--- src/shared/fjm_pkg.sv ---
// Constants, field layouts and carrier types for the frequency jitter modulator.
// Assumes one 125 MHz clock domain; all control bytes arrive from logic on that clock.
package fjm_pkg;

  // ----------------------------------------------------------------
  // Widths and clock
  // ----------------------------------------------------------------
  localparam int FJM_PW = 16; // Period and duty width
  localparam int FJM_DW = 8; // Dead-time width
  localparam int FJM_CLK_MHZ = 125; // Clock rate, mclk

  // ----------------------------------------------------------------
  // Count-mode step control byte
  // ----------------------------------------------------------------
  localparam int CS_TIMES_LSB = 4; // Step times, 3 bits, value+1 steps
  localparam int CS_DIR_BIT = 3; // 0 add, 1 subtract
  localparam int CS_AMT_LSB = 0; // Step amount, 3 bits

  // ----------------------------------------------------------------
  // Count-mode dead-time control bytes
  // ----------------------------------------------------------------
  localparam int CD_EN_BIT = 7; // Adjustment enable
  localparam int CD_DIV_LSB = 4; // Divider, 2 bits, value+1 triggers
  localparam int CD_DIR_BIT = 3; // 0 add, 1 subtract
  localparam int CD_AMT_LSB = 0; // Amount, 2 bits, value+1

  // ----------------------------------------------------------------
  // Approach-mode control bytes
  // ----------------------------------------------------------------
  localparam int AS_CNT_LSB = 4; // Trigger count, 3 bits, value+1
  localparam int AS_AMT_LSB = 0; // Step amount code, 3 bits
  localparam int AA_NUM_LSB = 4; // Adjustments between adaptations, 3 bits
  localparam int AA_CNT_LSB = 2; // Trigger count adaptation code
  localparam int AA_AMT_LSB = 0; // Step amount adaptation code
  localparam int AD_EN_BIT = 7; // Dead-time adjustment enable
  localparam int AD_ADAPT_LSB = 5; // Dead amount adaptation code
  localparam int AD_DIV_LSB = 3; // Divider, 2 bits, 4 << value triggers
  localparam int AD_AMT_LSB = 0; // Dead amount, 3 bits, value+1

  // Adaptation codes
  localparam logic [1:0] ADAPT_KEEP = 2'h0;
  localparam logic [1:0] ADAPT_INC = 2'h1;
  localparam logic [1:0] ADAPT_DEC = 2'h2;

  // Approach step amount code to period change
  localparam logic [7:0][FJM_PW-1:0] AS_PERIOD_STEP = {
    16'h000C, 16'h000A, 16'h0008, 16'h0006, 16'h0005, 16'h0004, 16'h0003, 16'h0002};

  // ----------------------------------------------------------------
  // Reset values
  // ----------------------------------------------------------------
  localparam logic [FJM_PW-1:0] RST_PERIOD = 16'h0000;
  localparam logic [FJM_DW-1:0] RST_DEAD = 8'h00;
  localparam logic [2:0] RST_CNT3 = 3'h0;
  localparam logic [4:0] RST_CNT5 = 5'h00;

  // Jitter mode, Gray along idle -> count / approach
  typedef enum logic [1:0] {
    FJM_IDLE = 2'b00,
    FJM_COUNT = 2'b01,
    FJM_APPROACH = 2'b10
  } fjm_mode_e;

  // One set of period, duty and dead-time values
  typedef struct packed {
    logic [FJM_PW-1:0] period;
    logic [FJM_PW-1:0] duty;
    logic [FJM_DW-1:0] dead_first;
    logic [FJM_DW-1:0] dead_second;
  } fjm_vals_s;

  // Whole module state
  typedef struct packed {
    fjm_mode_e mode;
    logic enable;
    fjm_vals_s vals;
    fjm_vals_s act;
    logic [FJM_PW-1:0] pwm_cnt;
    logic run_d;
    logic dir;
    logic [2:0] step_cnt;
    logic [2:0] adapt_cnt;
    logic [2:0] cur_cnt;
    logic [2:0] cur_amt;
    logic [2:0] dead_amt_first;
    logic [2:0] dead_amt_second;
    logic [4:0] dead_cnt_first;
    logic [4:0] dead_cnt_second;
    logic hi;
    logic lo;
  } fjm_state_s;

endpackage : fjm_pkg

--- src/hdl/fjm_jitter.sv ---
// Frequency jitter modulator with a complementary PWM output pair.
// Assumes control bytes and strobes come from logic on mclk; protection inputs too.
`timescale 1ns/10ps
module fjm_jitter
  import fjm_pkg::*;
(
  // Clock and reset
  input wire logic mclk,
  input wire logic rst_n,
  // PWM run control and initial values
  input wire logic pwm_run_enable,
  input wire logic values_load,
  input fjm_vals_s values_init,
  // Software enable write port
  input wire logic soft_jitter_enable_wr,
  input wire logic soft_jitter_enable_wdata,
  // Mode selection
  input wire logic hardware_mode_select,
  input wire logic approach_select,
  input wire logic soft_approach_variant,
  // Count-mode controls
  input wire logic [7:0] count_step_control,
  input wire logic [7:0] count_dead_first_control,
  input wire logic [7:0] count_dead_second_control,
  // Approach-mode controls
  input wire logic [7:0] approach_step_control,
  input wire logic [7:0] approach_adapt_control,
  input wire logic [7:0] approach_dead_first_control,
  input wire logic [7:0] approach_dead_second_control,
  // Approach targets
  input wire logic [FJM_PW-1:0] target_period_a,
  input wire logic [FJM_PW-1:0] target_period_b,
  input wire logic [FJM_DW-1:0] dead_target_a_first,
  input wire logic [FJM_DW-1:0] dead_target_a_second,
  input wire logic [FJM_DW-1:0] dead_target_b_first,
  input wire logic [FJM_DW-1:0] dead_target_b_second,
  // Protection status
  input wire logic protection_trigger,
  input wire logic protect_adjust_flag,
  // Status and values
  output logic soft_jitter_enable,
  output fjm_vals_s jitter_values,
  output fjm_vals_s active_values,
  // Power stage drive
  output logic pwm_high,
  output logic pwm_low
);

  // ----------------------------------------------------------------
  // Helper functions
  // ----------------------------------------------------------------

  // Step a period toward a target, landing on it when close
  function automatic logic [FJM_PW-1:0] fjm_toward(input logic [FJM_PW-1:0] cur,
                                                   input logic [FJM_PW-1:0] tgt,
                                                   input logic [FJM_PW-1:0] step);
    logic [FJM_PW-1:0] r;
    r = cur;
    if (tgt > cur) begin
      r = ((tgt - cur) <= step) ? tgt : cur + step;
    end else if (tgt < cur) begin
      r = ((cur - tgt) <= step) ? tgt : cur - step;
    end
    return r;
  endfunction : fjm_toward

  // Duty follows half of the period change; never wraps below zero
  function automatic logic [FJM_PW-1:0] fjm_duty(input logic [FJM_PW-1:0] duty,
                                                 input logic [FJM_PW-1:0] p_old,
                                                 input logic [FJM_PW-1:0] p_new);
    logic [FJM_PW-1:0] half;
    logic [FJM_PW-1:0] r;
    r = duty;
    half = (p_new >= p_old) ? (p_new - p_old) >> 1 : (p_old - p_new) >> 1;
    if (p_new > p_old) begin
      r = duty + half;
    end else if (duty > half) begin
      r = duty - half;
    end
    return r;
  endfunction : fjm_duty

  // Saturating add or subtract on a dead-time
  function automatic logic [FJM_DW-1:0] fjm_dead_step(input logic [FJM_DW-1:0] v,
                                                      input logic [FJM_DW-1:0] amt,
                                                      input logic sub);
    logic [FJM_DW:0] s;
    s = sub ? ({1'b0, v} - {1'b0, amt}) : ({1'b0, v} + {1'b0, amt});
    if (s[FJM_DW]) begin
      return sub ? {FJM_DW{1'b0}} : {FJM_DW{1'b1}};
    end
    return s[FJM_DW-1:0];
  endfunction : fjm_dead_step

  // Three-bit field adaptation, saturating
  function automatic logic [2:0] fjm_adapt(input logic [2:0] v, input logic [1:0] code);
    logic [2:0] r;
    r = v;
    if (code == ADAPT_INC && v != 3'h7) begin
      r = v + 3'h1;
    end else if (code == ADAPT_DEC && v != 3'h0) begin
      r = v - 3'h1;
    end
    return r;
  endfunction : fjm_adapt

  // ----------------------------------------------------------------
  // State
  // ----------------------------------------------------------------
  fjm_state_s s_reg; // Registered state
  fjm_state_s s_next; // Next state
  logic trig; // One PWM trigger
  logic ovf; // Period counter at its last count
  logic protect; // Any protection activity
  logic [FJM_PW-1:0] p_step; // Period change this trigger
  logic [FJM_PW-1:0] p_tgt; // Selected period target
  logic [FJM_DW-1:0] d1_tgt; // Selected first dead-time target
  logic [FJM_DW-1:0] d2_tgt; // Selected second dead-time target
  logic [4:0] d1_lim; // First dead-time divider, minus one
  logic [4:0] d2_lim; // Second dead-time divider, minus one

  // ----------------------------------------------------------------
  // Next-state logic
  // ----------------------------------------------------------------
  always_comb begin
    s_next = s_reg;
    protect = protection_trigger | protect_adjust_flag;
    p_step = '0;
    p_tgt = soft_approach_variant ? target_period_b : target_period_a;
    d1_tgt = soft_approach_variant ? dead_target_b_first : dead_target_a_first;
    d2_tgt = soft_approach_variant ? dead_target_b_second : dead_target_a_second;
    d1_lim = '0;
    d2_lim = '0;
    // Counter wraps at the active period; zero period still wraps each cycle
    ovf = pwm_run_enable && (s_reg.pwm_cnt + 16'h0001 >= s_reg.act.period);
    // Trigger only on overflow or the run rising edge, so nothing moves while off
    trig = pwm_run_enable && (ovf || !s_reg.run_d);
    s_next.run_d = pwm_run_enable;
    // Period counter
    if (!pwm_run_enable || ovf) begin
      s_next.pwm_cnt = '0;
    end else begin
      s_next.pwm_cnt = s_reg.pwm_cnt + 16'h0001;
    end
    // Complementary outputs with dead bands at both edges of the high pulse
    s_next.hi = pwm_run_enable && s_reg.pwm_cnt >= FJM_PW'(s_reg.act.dead_first) &&
                s_reg.pwm_cnt < s_reg.act.duty;
    s_next.lo = pwm_run_enable && s_reg.pwm_cnt >= s_reg.act.duty + FJM_PW'(s_reg.act.dead_second) &&
                s_reg.pwm_cnt < s_reg.act.period;

    // Software enable; protection clears win over the software write
    if (soft_jitter_enable_wr) begin
      if (soft_jitter_enable_wdata && !s_reg.enable && protect) begin
        s_next.enable = 1'b0;
      end else begin
        s_next.enable = soft_jitter_enable_wdata;
      end
      // Accepted start: take fresh working copies of the adaptive fields
      if (soft_jitter_enable_wdata && !s_reg.enable && !protect) begin
        s_next.dir = 1'b0;
        s_next.step_cnt = RST_CNT3;
        s_next.adapt_cnt = RST_CNT3;
        s_next.dead_cnt_first = RST_CNT5;
        s_next.dead_cnt_second = RST_CNT5;
        s_next.cur_cnt = approach_step_control[AS_CNT_LSB+:3];
        s_next.cur_amt = approach_step_control[AS_AMT_LSB+:3];
        s_next.dead_amt_first = approach_dead_first_control[AD_AMT_LSB+:3];
        s_next.dead_amt_second = approach_dead_second_control[AD_AMT_LSB+:3];
      end
    end
    if (s_reg.enable && protect) begin
      s_next.enable = 1'b0;
    end

    // Only the software modes run here
    if (!s_next.enable || hardware_mode_select) begin
      s_next.mode = FJM_IDLE;
    end else begin
      s_next.mode = approach_select ? FJM_APPROACH : FJM_COUNT;
    end

    // Software may preload the working values while jitter is stopped
    if (values_load && !s_reg.enable) begin
      s_next.vals = values_init;
    end

    if (trig) begin
      // Values computed at the previous trigger go live now
      s_next.act = s_reg.vals;
      unique case (s_reg.mode)
        FJM_IDLE: begin
          // Values stay as software left them
        end
        FJM_COUNT: begin
          // Period changes by twice amount+1, duty by half of that
          p_step = FJM_PW'({count_step_control[CS_AMT_LSB+:3], 1'b0}) + 16'h0002;
          if (s_reg.dir ^ count_step_control[CS_DIR_BIT]) begin
            s_next.vals.period = s_reg.vals.period - p_step;
          end else begin
            s_next.vals.period = s_reg.vals.period + p_step;
          end
          s_next.vals.duty = fjm_duty(s_reg.vals.duty, s_reg.vals.period, s_next.vals.period);
          // Reverse once the programmed step count is spent
          if (s_reg.step_cnt == count_step_control[CS_TIMES_LSB+:3]) begin
            s_next.step_cnt = RST_CNT3;
            s_next.dir = !s_reg.dir;
          end else begin
            s_next.step_cnt = s_reg.step_cnt + 3'h1;
          end
          // Dead-times: own enable, divider and direction each
          d1_lim = {3'h0, count_dead_first_control[CD_DIV_LSB+:2]};
          d2_lim = {3'h0, count_dead_second_control[CD_DIV_LSB+:2]};
          if (count_dead_first_control[CD_EN_BIT]) begin
            s_next.dead_cnt_first = (s_reg.dead_cnt_first == d1_lim) ? RST_CNT5 :
                                    s_reg.dead_cnt_first + 5'h01;
            if (s_reg.dead_cnt_first == d1_lim) begin
              s_next.vals.dead_first = fjm_dead_step(s_reg.vals.dead_first,
                FJM_DW'(count_dead_first_control[CD_AMT_LSB+:2]) + 8'h01,
                count_dead_first_control[CD_DIR_BIT]);
            end
          end
          if (count_dead_second_control[CD_EN_BIT]) begin
            s_next.dead_cnt_second = (s_reg.dead_cnt_second == d2_lim) ? RST_CNT5 :
                                     s_reg.dead_cnt_second + 5'h01;
            if (s_reg.dead_cnt_second == d2_lim) begin
              s_next.vals.dead_second = fjm_dead_step(s_reg.vals.dead_second,
                FJM_DW'(count_dead_second_control[CD_AMT_LSB+:2]) + 8'h01,
                count_dead_second_control[CD_DIR_BIT]);
            end
          end
        end
        FJM_APPROACH: begin
          // Period and duty step every cur_cnt+1 triggers
          if (s_reg.step_cnt == s_reg.cur_cnt) begin
            s_next.step_cnt = RST_CNT3;
            p_step = AS_PERIOD_STEP[s_reg.cur_amt];
            // Hold once the target is reached
            s_next.vals.period = fjm_toward(s_reg.vals.period, p_tgt, p_step);
            s_next.vals.duty = fjm_duty(s_reg.vals.duty, s_reg.vals.period,
                                        s_next.vals.period);
            // Adapt step spacing and amounts after the programmed adjustments
            if (s_reg.adapt_cnt == approach_adapt_control[AA_NUM_LSB+:3]) begin
              s_next.adapt_cnt = RST_CNT3;
              s_next.cur_cnt = fjm_adapt(s_reg.cur_cnt,
                                         approach_adapt_control[AA_CNT_LSB+:2]);
              s_next.cur_amt = fjm_adapt(s_reg.cur_amt,
                                         approach_adapt_control[AA_AMT_LSB+:2]);
              s_next.dead_amt_first = fjm_adapt(s_reg.dead_amt_first,
                approach_dead_first_control[AD_ADAPT_LSB+:2]);
              s_next.dead_amt_second = fjm_adapt(s_reg.dead_amt_second,
                approach_dead_second_control[AD_ADAPT_LSB+:2]);
            end else begin
              s_next.adapt_cnt = s_reg.adapt_cnt + 3'h1;
            end
          end else begin
            s_next.step_cnt = s_reg.step_cnt + 3'h1;
          end
          // Dead-times step every 4 << divider triggers toward their own targets
          d1_lim = 5'(5'h04 << approach_dead_first_control[AD_DIV_LSB+:2]) - 5'h01;
          d2_lim = 5'(5'h04 << approach_dead_second_control[AD_DIV_LSB+:2]) - 5'h01;
          if (approach_dead_first_control[AD_EN_BIT]) begin
            s_next.dead_cnt_first = (s_reg.dead_cnt_first == d1_lim) ? RST_CNT5 :
                                    s_reg.dead_cnt_first + 5'h01;
            if (s_reg.dead_cnt_first == d1_lim) begin
              s_next.vals.dead_first = FJM_DW'(fjm_toward(FJM_PW'(s_reg.vals.dead_first),
                FJM_PW'(d1_tgt), FJM_PW'(s_reg.dead_amt_first) + 16'h0001));
            end
          end
          if (approach_dead_second_control[AD_EN_BIT]) begin
            s_next.dead_cnt_second = (s_reg.dead_cnt_second == d2_lim) ? RST_CNT5 :
                                     s_reg.dead_cnt_second + 5'h01;
            if (s_reg.dead_cnt_second == d2_lim) begin
              s_next.vals.dead_second = FJM_DW'(fjm_toward(FJM_PW'(s_reg.vals.dead_second),
                FJM_PW'(d2_tgt), FJM_PW'(s_reg.dead_amt_second) + 16'h0001));
            end
          end
        end
        default: begin
          // Illegal code falls back to idle
          s_next.mode = FJM_IDLE;
        end
      endcase
    end
  end

  // ----------------------------------------------------------------
  // State register
  // ----------------------------------------------------------------
  always_ff @(posedge mclk or negedge rst_n) begin
    if (!rst_n) begin
      s_reg <= '0;
    end else begin
      s_reg <= s_next;
    end
  end

  // Outputs straight from the state flops
  assign soft_jitter_enable = s_reg.enable;
  assign jitter_values = s_reg.vals;
  assign active_values = s_reg.act;
  assign pwm_high = s_reg.hi;
  assign pwm_low = s_reg.lo;

endmodule : fjm_jitter

--- config.mk ---
export PLATFORM = sky130hd
export DESIGN_NAME = fjm_jitter
export DESIGN_NICKNAME = d
export VERILOG_FILES = /design/src/shared/fjm_pkg.sv /design/src/hdl/fjm_jitter.sv
export SDC_FILE = /design/constraint.sdc
export NUM_CORES = 1
export LEC_CHECK = 0
export ABC_AREA = 1
export BUFFER_PORTS_ARGS = -buffer_cell sky130_fd_sc_hd__buf_2
export CORE_MARGIN = 2
export CORE_UTILIZATION = 30
export CTS_BUF_LIST = sky130_fd_sc_hd__clkbuf_4
export DETAILED_ROUTE_END_ITERATION = 16
export GPL_TIMING_DRIVEN = 0
export PLACE_DENSITY_LB_ADDON = 0.15
export SYNTH_ARGS = -nofsm -noshare
export SYNTH_HDL_FRONTEND = slang
export SYNTH_SLANG_ARGS = --single-unit
--- constraint.sdc ---
create_clock -name mclk -period 7.9 [get_ports mclk]
set_input_delay 0 -clock mclk [delete_from_list [all_inputs] [get_ports mclk]]
set_output_delay 0 -clock mclk [all_outputs]
set_load 0.02 [all_outputs]
==> results of run 1 <==
==> cells in the mapped netlist (4+ instances only) <==
cell / n
nor2_2: 7
buf_4: 104
a21oi_2: 4
nand2_2: 16
inv_1: 600
nor2_4: 6
a31oi_1: 7
a211oi_1: 4
a21boi_0: 18
buf_2: 29
o211ai_2: 7
nand3_1: 301
o21a_1: 4
xnor2_1: 37
o21bai_1: 18
o21ai_1: 15
nor2_1: 188
o221ai_1: 10
nor3_1: 49
a21o_1: 7
buf_1: 7
nor4_1: 19
nand3_2: 9
o2111ai_1: 10
clkbuf_1: 57
clkinv_1: 13
xor2_1: 170
nand3b_1: 8
ha_1: 366
a31o_2: 4
inv_2: 17
dfrtp_1: 147
nand4_1: 70
o211ai_1: 37
o22ai_1: 19
nand2_1: 1096
mux2i_1: 8
o21ai_0: 305
fa_1: 28
o31ai_1: 11
or2_2: 27
a21oi_1: 305
==> kinds of logic (layout without fill, tap and decap cells) <==
group / Yosys count / after routing
adder cells (fa/ha/maj): 394 / 394
flip-flops: 147 / 147
buffers and inverters: 830 / 1317
other: 0 / 2
XOR/XNOR: 208 / 208
multiplexers: 8 / 8
AO/OA/AOI/OAI: 808 / 808
AND/OR/NAND/NOR: 1817 / 1817
==> metrics by stage <==
step	cells	TNS [ps]	setup slack (ps)	hold WS [ps]	util
6_report	5866	0	297.6	79.06	0.3649
5_1_grt	5866	-32.29	-16.07	47.89	0.3649
4_1_cts	5835	0	2.398	4.281	0.3571
3_5_place_dp	5647	-29210	-1986	-62.53	0.3347
3_3_place_gp	5645	-30730	-2054	215.9	0.3342
2_1_floorplan	4212	0	784.6	-295.6	-
==> worst min-delay path, delay by kind of cell <==
kind	cells	cell delay (ps)
simple gates	4	220
buf+inv	1	80
compound gates	2	460
==> area by class of cell <==
class                           instances  area, um2
Fill cell                            9869      56120
Multi-Input combinational cell       3235      19940
Sequential cell                       147       3705
Timing Repair Buffer                  457       3181
Inverter                              630       2421
Tap cell                             1165       1458
Buffer                                198       1227
Clock inverter                         14      177.7
Clock buffer                           18      135.1
Antenna cell                            2      5.005
==> layer usage <==
metal | vias to the layer above | GRT usage | routed length [um]
li1 | 14700 | - | -
met1 | 13850 | 0.3590 | 55520
met2 | 941 | 0.3944 | 51730
met3 | 135 | 0.03122 | 7095
met4 | 0 | 0.07002 | 2998
met5 | - | 0 | 0
==> final timing paths <==
path                                      to  slack [ps]                  start  depth (start not counted)
max                        jitter_values[25]         300  soft_approach_variant                         40
min                        jitter_values[32]          80     target_period_a[0]                          7
max reg2reg                jitter_values[25]         320      jitter_values[39]                         37
min reg2reg                        s_reg[32]         510              s_reg[32]                          1
max in group asynchronous  jitter_values[40]        6870                  rst_n                          4
min in group asynchronous  jitter_values[27]         340                  rst_n                          4
==> repair_timing <==
item,4_1_cts,5_1_grt
pin swaps,3,25
endpoints found under the setup margin,16,16
hold buffers,142,0
resized for setup,56,130
endpoints found under the hold margin,236,0
gates cloned,0,2
setup buffers,14,29
==> power by group <==
group          switching, mW  internal [mW]
combinational           5.04           2.82
sequential             0.215          0.835
clock                  0.356          0.227
==> results.cfg, run 1 <==
[run_status]
status = completed

[timing]
period_minus_slack_ps = 7602
finalCritPeriodShare = 0.9623
fmax_ghz = 0.1315
maxSlewViolCount = 0
tightest_slew_ps = 1275
hold_viol = 0
relSlewSlack = 0.1412
setup_viol = 0
skew_ps = 34.96

[detailed_routing]
first_pass_iters = 5
drt_iter0_markers = 2339
wl_um = 117400
vias = 29630
drcViolationCount = 0
ant_nets = 0
vias_per_cell = 5.051
wl_per_cell_um = 20.01

[synthesis]
yosys.area_share.adder = 0.1922
synth_cell_types = 70
synth_seq_cells = 147
yosysSeqAreaShare = 0.1376
syn_area_per_cell_um2 = 6.348
synth-edff-count = 0
synth.mux.area_fraction = 0.002995
synth_compound_area_frac = 0.1714
ys_top_cells_by_area = ha_1 (17%), nand2_1 (15%), dfrtp_1 (14%), inv_1 (8.4%), a21oi_1 (5.7%)
synthesis.area_um2 = 26740
synthSimpleGateAreaFrac = 0.2943
ys.flop_type = dfrtp_1
synth_cells = 4212
synth_top_area_cell = ha_1
synth_top_family_by_area = simple AND/OR/NAND/NOR gates
synth_warnings = 0
syn_nets = 4785
synth_xor_area_frac = 0.06841
synth_top_area_frac = 0.1713
synthArstFlopShare = 1.000

[clock_network]
numCtsBuffers = 17
clockBufferDepth = 2
h-tree-depth = 4
clkLatencyLatePin_ps = 750
cts-root-buf = clkbuf_4
clkTransAtPathRegs_ps = 170
cts_sinks = 147
cts_tree = built

[setup_path]
crit_type = in2reg
crit_family = simple AND/OR/NAND/NOR gates
cp.required_ps = 8600
slowest_stage = o21ai_0
critical_path.startpoint_type = input port
crit_arrival_ps = 8300
critPathBufInv = 9
path_max_fanout = 10
cp_common_cell = nand2_1
end_kind = flip-flop
cpPeakStageDelay_ps = 870

[power]
power_leakage_nw = 16.61
p_total_mw = 9.493
power_density_nw_per_um2 = 294.3
ir_worst_vdd_mv = 0.1732

[grt]
antenna_found_initial = 4
grt_overflow = 0
grt_first_pass_wirelength_um = 173200
grt_use_total = 0.2509
grt_max_degree = 107
first_global_vias = 27830

[placed_design]
hpwlAfterDp_um = 95370
place_area_um2 = 29580
gp_congestion = 0.9850
portBuffers = 268

[worst_hold_path]
hold_path.class = in2reg

[floorplanning]
dieArea_um2 = 91530
fp.dieW_um = 302.5
initial_core_util = 0.3026
die_h_um = 302.5
core_area_um2 = 88370
num_rows = 109
pin_count = 278

[run]
max_cap_viol_count = 0

[finish]
most-common-layout-cells = nand2_1 (1087), inv_1 (590), ha_1 (347)
final_common_cell = nand2_1
area_growth_pct = 20.62
fin_nets = 5259
final_area_um2 = 32250
layout-drive-gt1-share = 0.1500
Power figures use the tool's default switching activity.
==> run 2: changes to the inputs <==
- CAP_MARGIN: default -> 25
- CORE_UTILIZATION: 30 -> 60
==> run 2 against run 1 <==
Effect of this change: sequential cell count stayed put; non-clock buffer count is 47 lower; cell count is 11% lower; critical path type is now reg2reg; largest power group unchanged.
==> results.cfg, run 2 (synthesized netlist as in run 1, its figures left out) <==
[grt]
grt_max_degree = 94
grt_first_pass_wirelength_um = 153900
grt_use_total = 0.4199
first_global_vias = 28300
antenna_found_initial = 6
grt_overflow = 0

[worst_hold_path]
hold_end = jitter_values[34]
worstHoldStart = target_period_b[2]
hold_path.class = in2reg
min_delay_path_depth = 7

[setup_path]
rrSetupSlack_ps = 230
cpPeakStageDelay_ps = 610
critical_path.startpoint_type = flip-flop
crit_arrival_ps = 8260
reg2reg_depth = 39
end_kind = flip-flop
slowest_stage = dfrtp_2
path_max_fanout = 10
regToRegStartpoint = jitter_values[41]
rr_endpoint = jitter_values[26]
crit_type = reg2reg
cp_common_cell = nand2_1
cp.required_ps = 8500

[floorplanning]
initial_core_util = 0.6060
core_area_um2 = 44120
num_rows = 77
dieArea_um2 = 46270
die_h_um = 215.1
fp.dieW_um = 215.1
pin_count = 278

[detailed_routing]
wl_um = 100900
vias_per_cell = 5.888
drt_iter0_markers = 3498
vias = 30900
first_pass_iters = 6
wl_per_cell_um = 19.23
drcViolationCount = 0
ant_nets = 0

[finish]
fin_nets = 5212
layout-drive-gt1-share = 0.1503
final_common_cell = nand2_1
most-common-layout-cells = nand2_1 (1088), inv_1 (588), ha_1 (350)
n_fill_cell = 4100
area_growth_pct = 15.88

[clock_network]
cts_sinks = 147
cts_tree = built
numCtsBuffers = 17
clkLatencyLatePin_ps = 650
h-tree-depth = 4
clockBufferDepth = 2
cts-root-buf = clkbuf_4
clkTransAtPathRegs_ps = 160

[run_status]
status = completed

[power]
ir_worst_vdd_mv = 0.3010
power_density_nw_per_um2 = 297.8
power_leakage_nw = 16.37

[timing]
tns_ps = 0
fmax_ghz = 0.1304
skew_ps = 27.64
hold_viol = 0
fin_ws_ps = 231.6
relSlewSlack = 0.2575
setup_viol = 0
maxSlewViolCount = 0
finalCritPeriodShare = 0.9707
tightest_slew_ps = 1102
period_minus_slack_ps = 7668

[placed_design]
portBuffers = 268
gp_congestion = 1.040
hpwlAfterDp_um = 79070
pre_cts_ws_ps = -1494

[run]
max_cap_viol_count = 0
==> run 2: cell types whose count changed in the layout (fill, tap and decap cells not counted), moves of 4 or more <==
cell	before	now
o21ai_0	281	289
nand3_1	292	297
dlygate4sd3_1	141	97
clkinv_4	7	3
nand3_2	16	12
a21oi_2	12	8
o21ai_1	30	22
==> run 2: final cells by class <==
cell class | count | area, um2 | share of cell area
antenna | 3 | 7.507 | 0.0002423
inverter | 630 | 2407 | 0.07770
clock inverter | 13 | 117.6 | 0.003796
multi-input combinational | 3235 | 19960 | 0.6443
buffer | 199 | 1215 | 0.03921
timing repair buffer | 409 | 2686 | 0.08670
tap | 592 | 740.7 | 0.02391
clock buffer | 19 | 142.6 | 0.004604
sequential | 147 | 3702 | 0.1195
==> run 2: layer usage <==
metal	GRT usage	part of all wire	up-vias
met2	0.6547	0.43	1848
met4	0.2156	0.060	6
met5	0	0.00041	-
met1	0.5637	0.41	14050
met3	0.06412	0.10	375
li1	-	-	14610
==> run 2: worst max path at each step <==
stage                     startpoint                end  slack (ps)
6_report           jitter_values[41]  jitter_values[26]         230
3_5_place_dp   soft_approach_variant  jitter_values[23]       -1490
5_1_grt            jitter_values[34]  jitter_values[22]        -130
2_1_floorplan  soft_approach_variant  jitter_values[25]         780
4_1_cts            jitter_values[34]  jitter_values[31]          70
3_3_place_gp   soft_approach_variant  jitter_values[23]       -1580
==> run 2: power breakdown <==
part / switching [mW] / total, mW / internal (mW)
Clock: 0.344 / 0.487 / 0.143
Combinational: 4.95 / 7.71 / 2.77
Sequential: 0.189 / 1.02 / 0.836
Total: 5.48 / 9.23 / 3.75
==> run 2: critical path: cells and delay by family, from the launching register on <==
kind	cells	cell delay (ps)
buffers and inverters	9	1450
adder cells (fa/ha/maj)	3	1350
XOR/XNOR	1	260
multiplexers	1	200
AND/OR/NAND/NOR	18	2360
flip-flops	1	610
AO/OA/AOI/OAI	7	1350
==> run 2: stage by stage <==
stage / total power, mW / cells / hold slack (ps) / util / area (um2)
4_1_cts: 8.633 / 5218 / 27.36 / 0.6870 / 30310
3_5_place_dp: 8.009 / 5074 / 27.03 / 0.6540 / 28860
6_report: 9.226 / 5247 / 64.86 / 0.7022 / 30980
3_3_place_gp: 7.962 / 5072 / 211.4 / 0.6532 / 28820
2_1_floorplan: 6.208 / 4212 / -295.6 / - / 26740
5_1_grt: 10.04 / 5247 / 80.38 / 0.7022 / 30980
==> run 2: repair_timing <==
item | in CTS | in global routing
hold endpoints to repair | 234 | 0
endpoints found under the setup margin | 16 | 16
pin swaps | 3 | 20
resized for setup | 47 | 117
buffers inserted | 14 | 27
hold buffers | 98 | 0
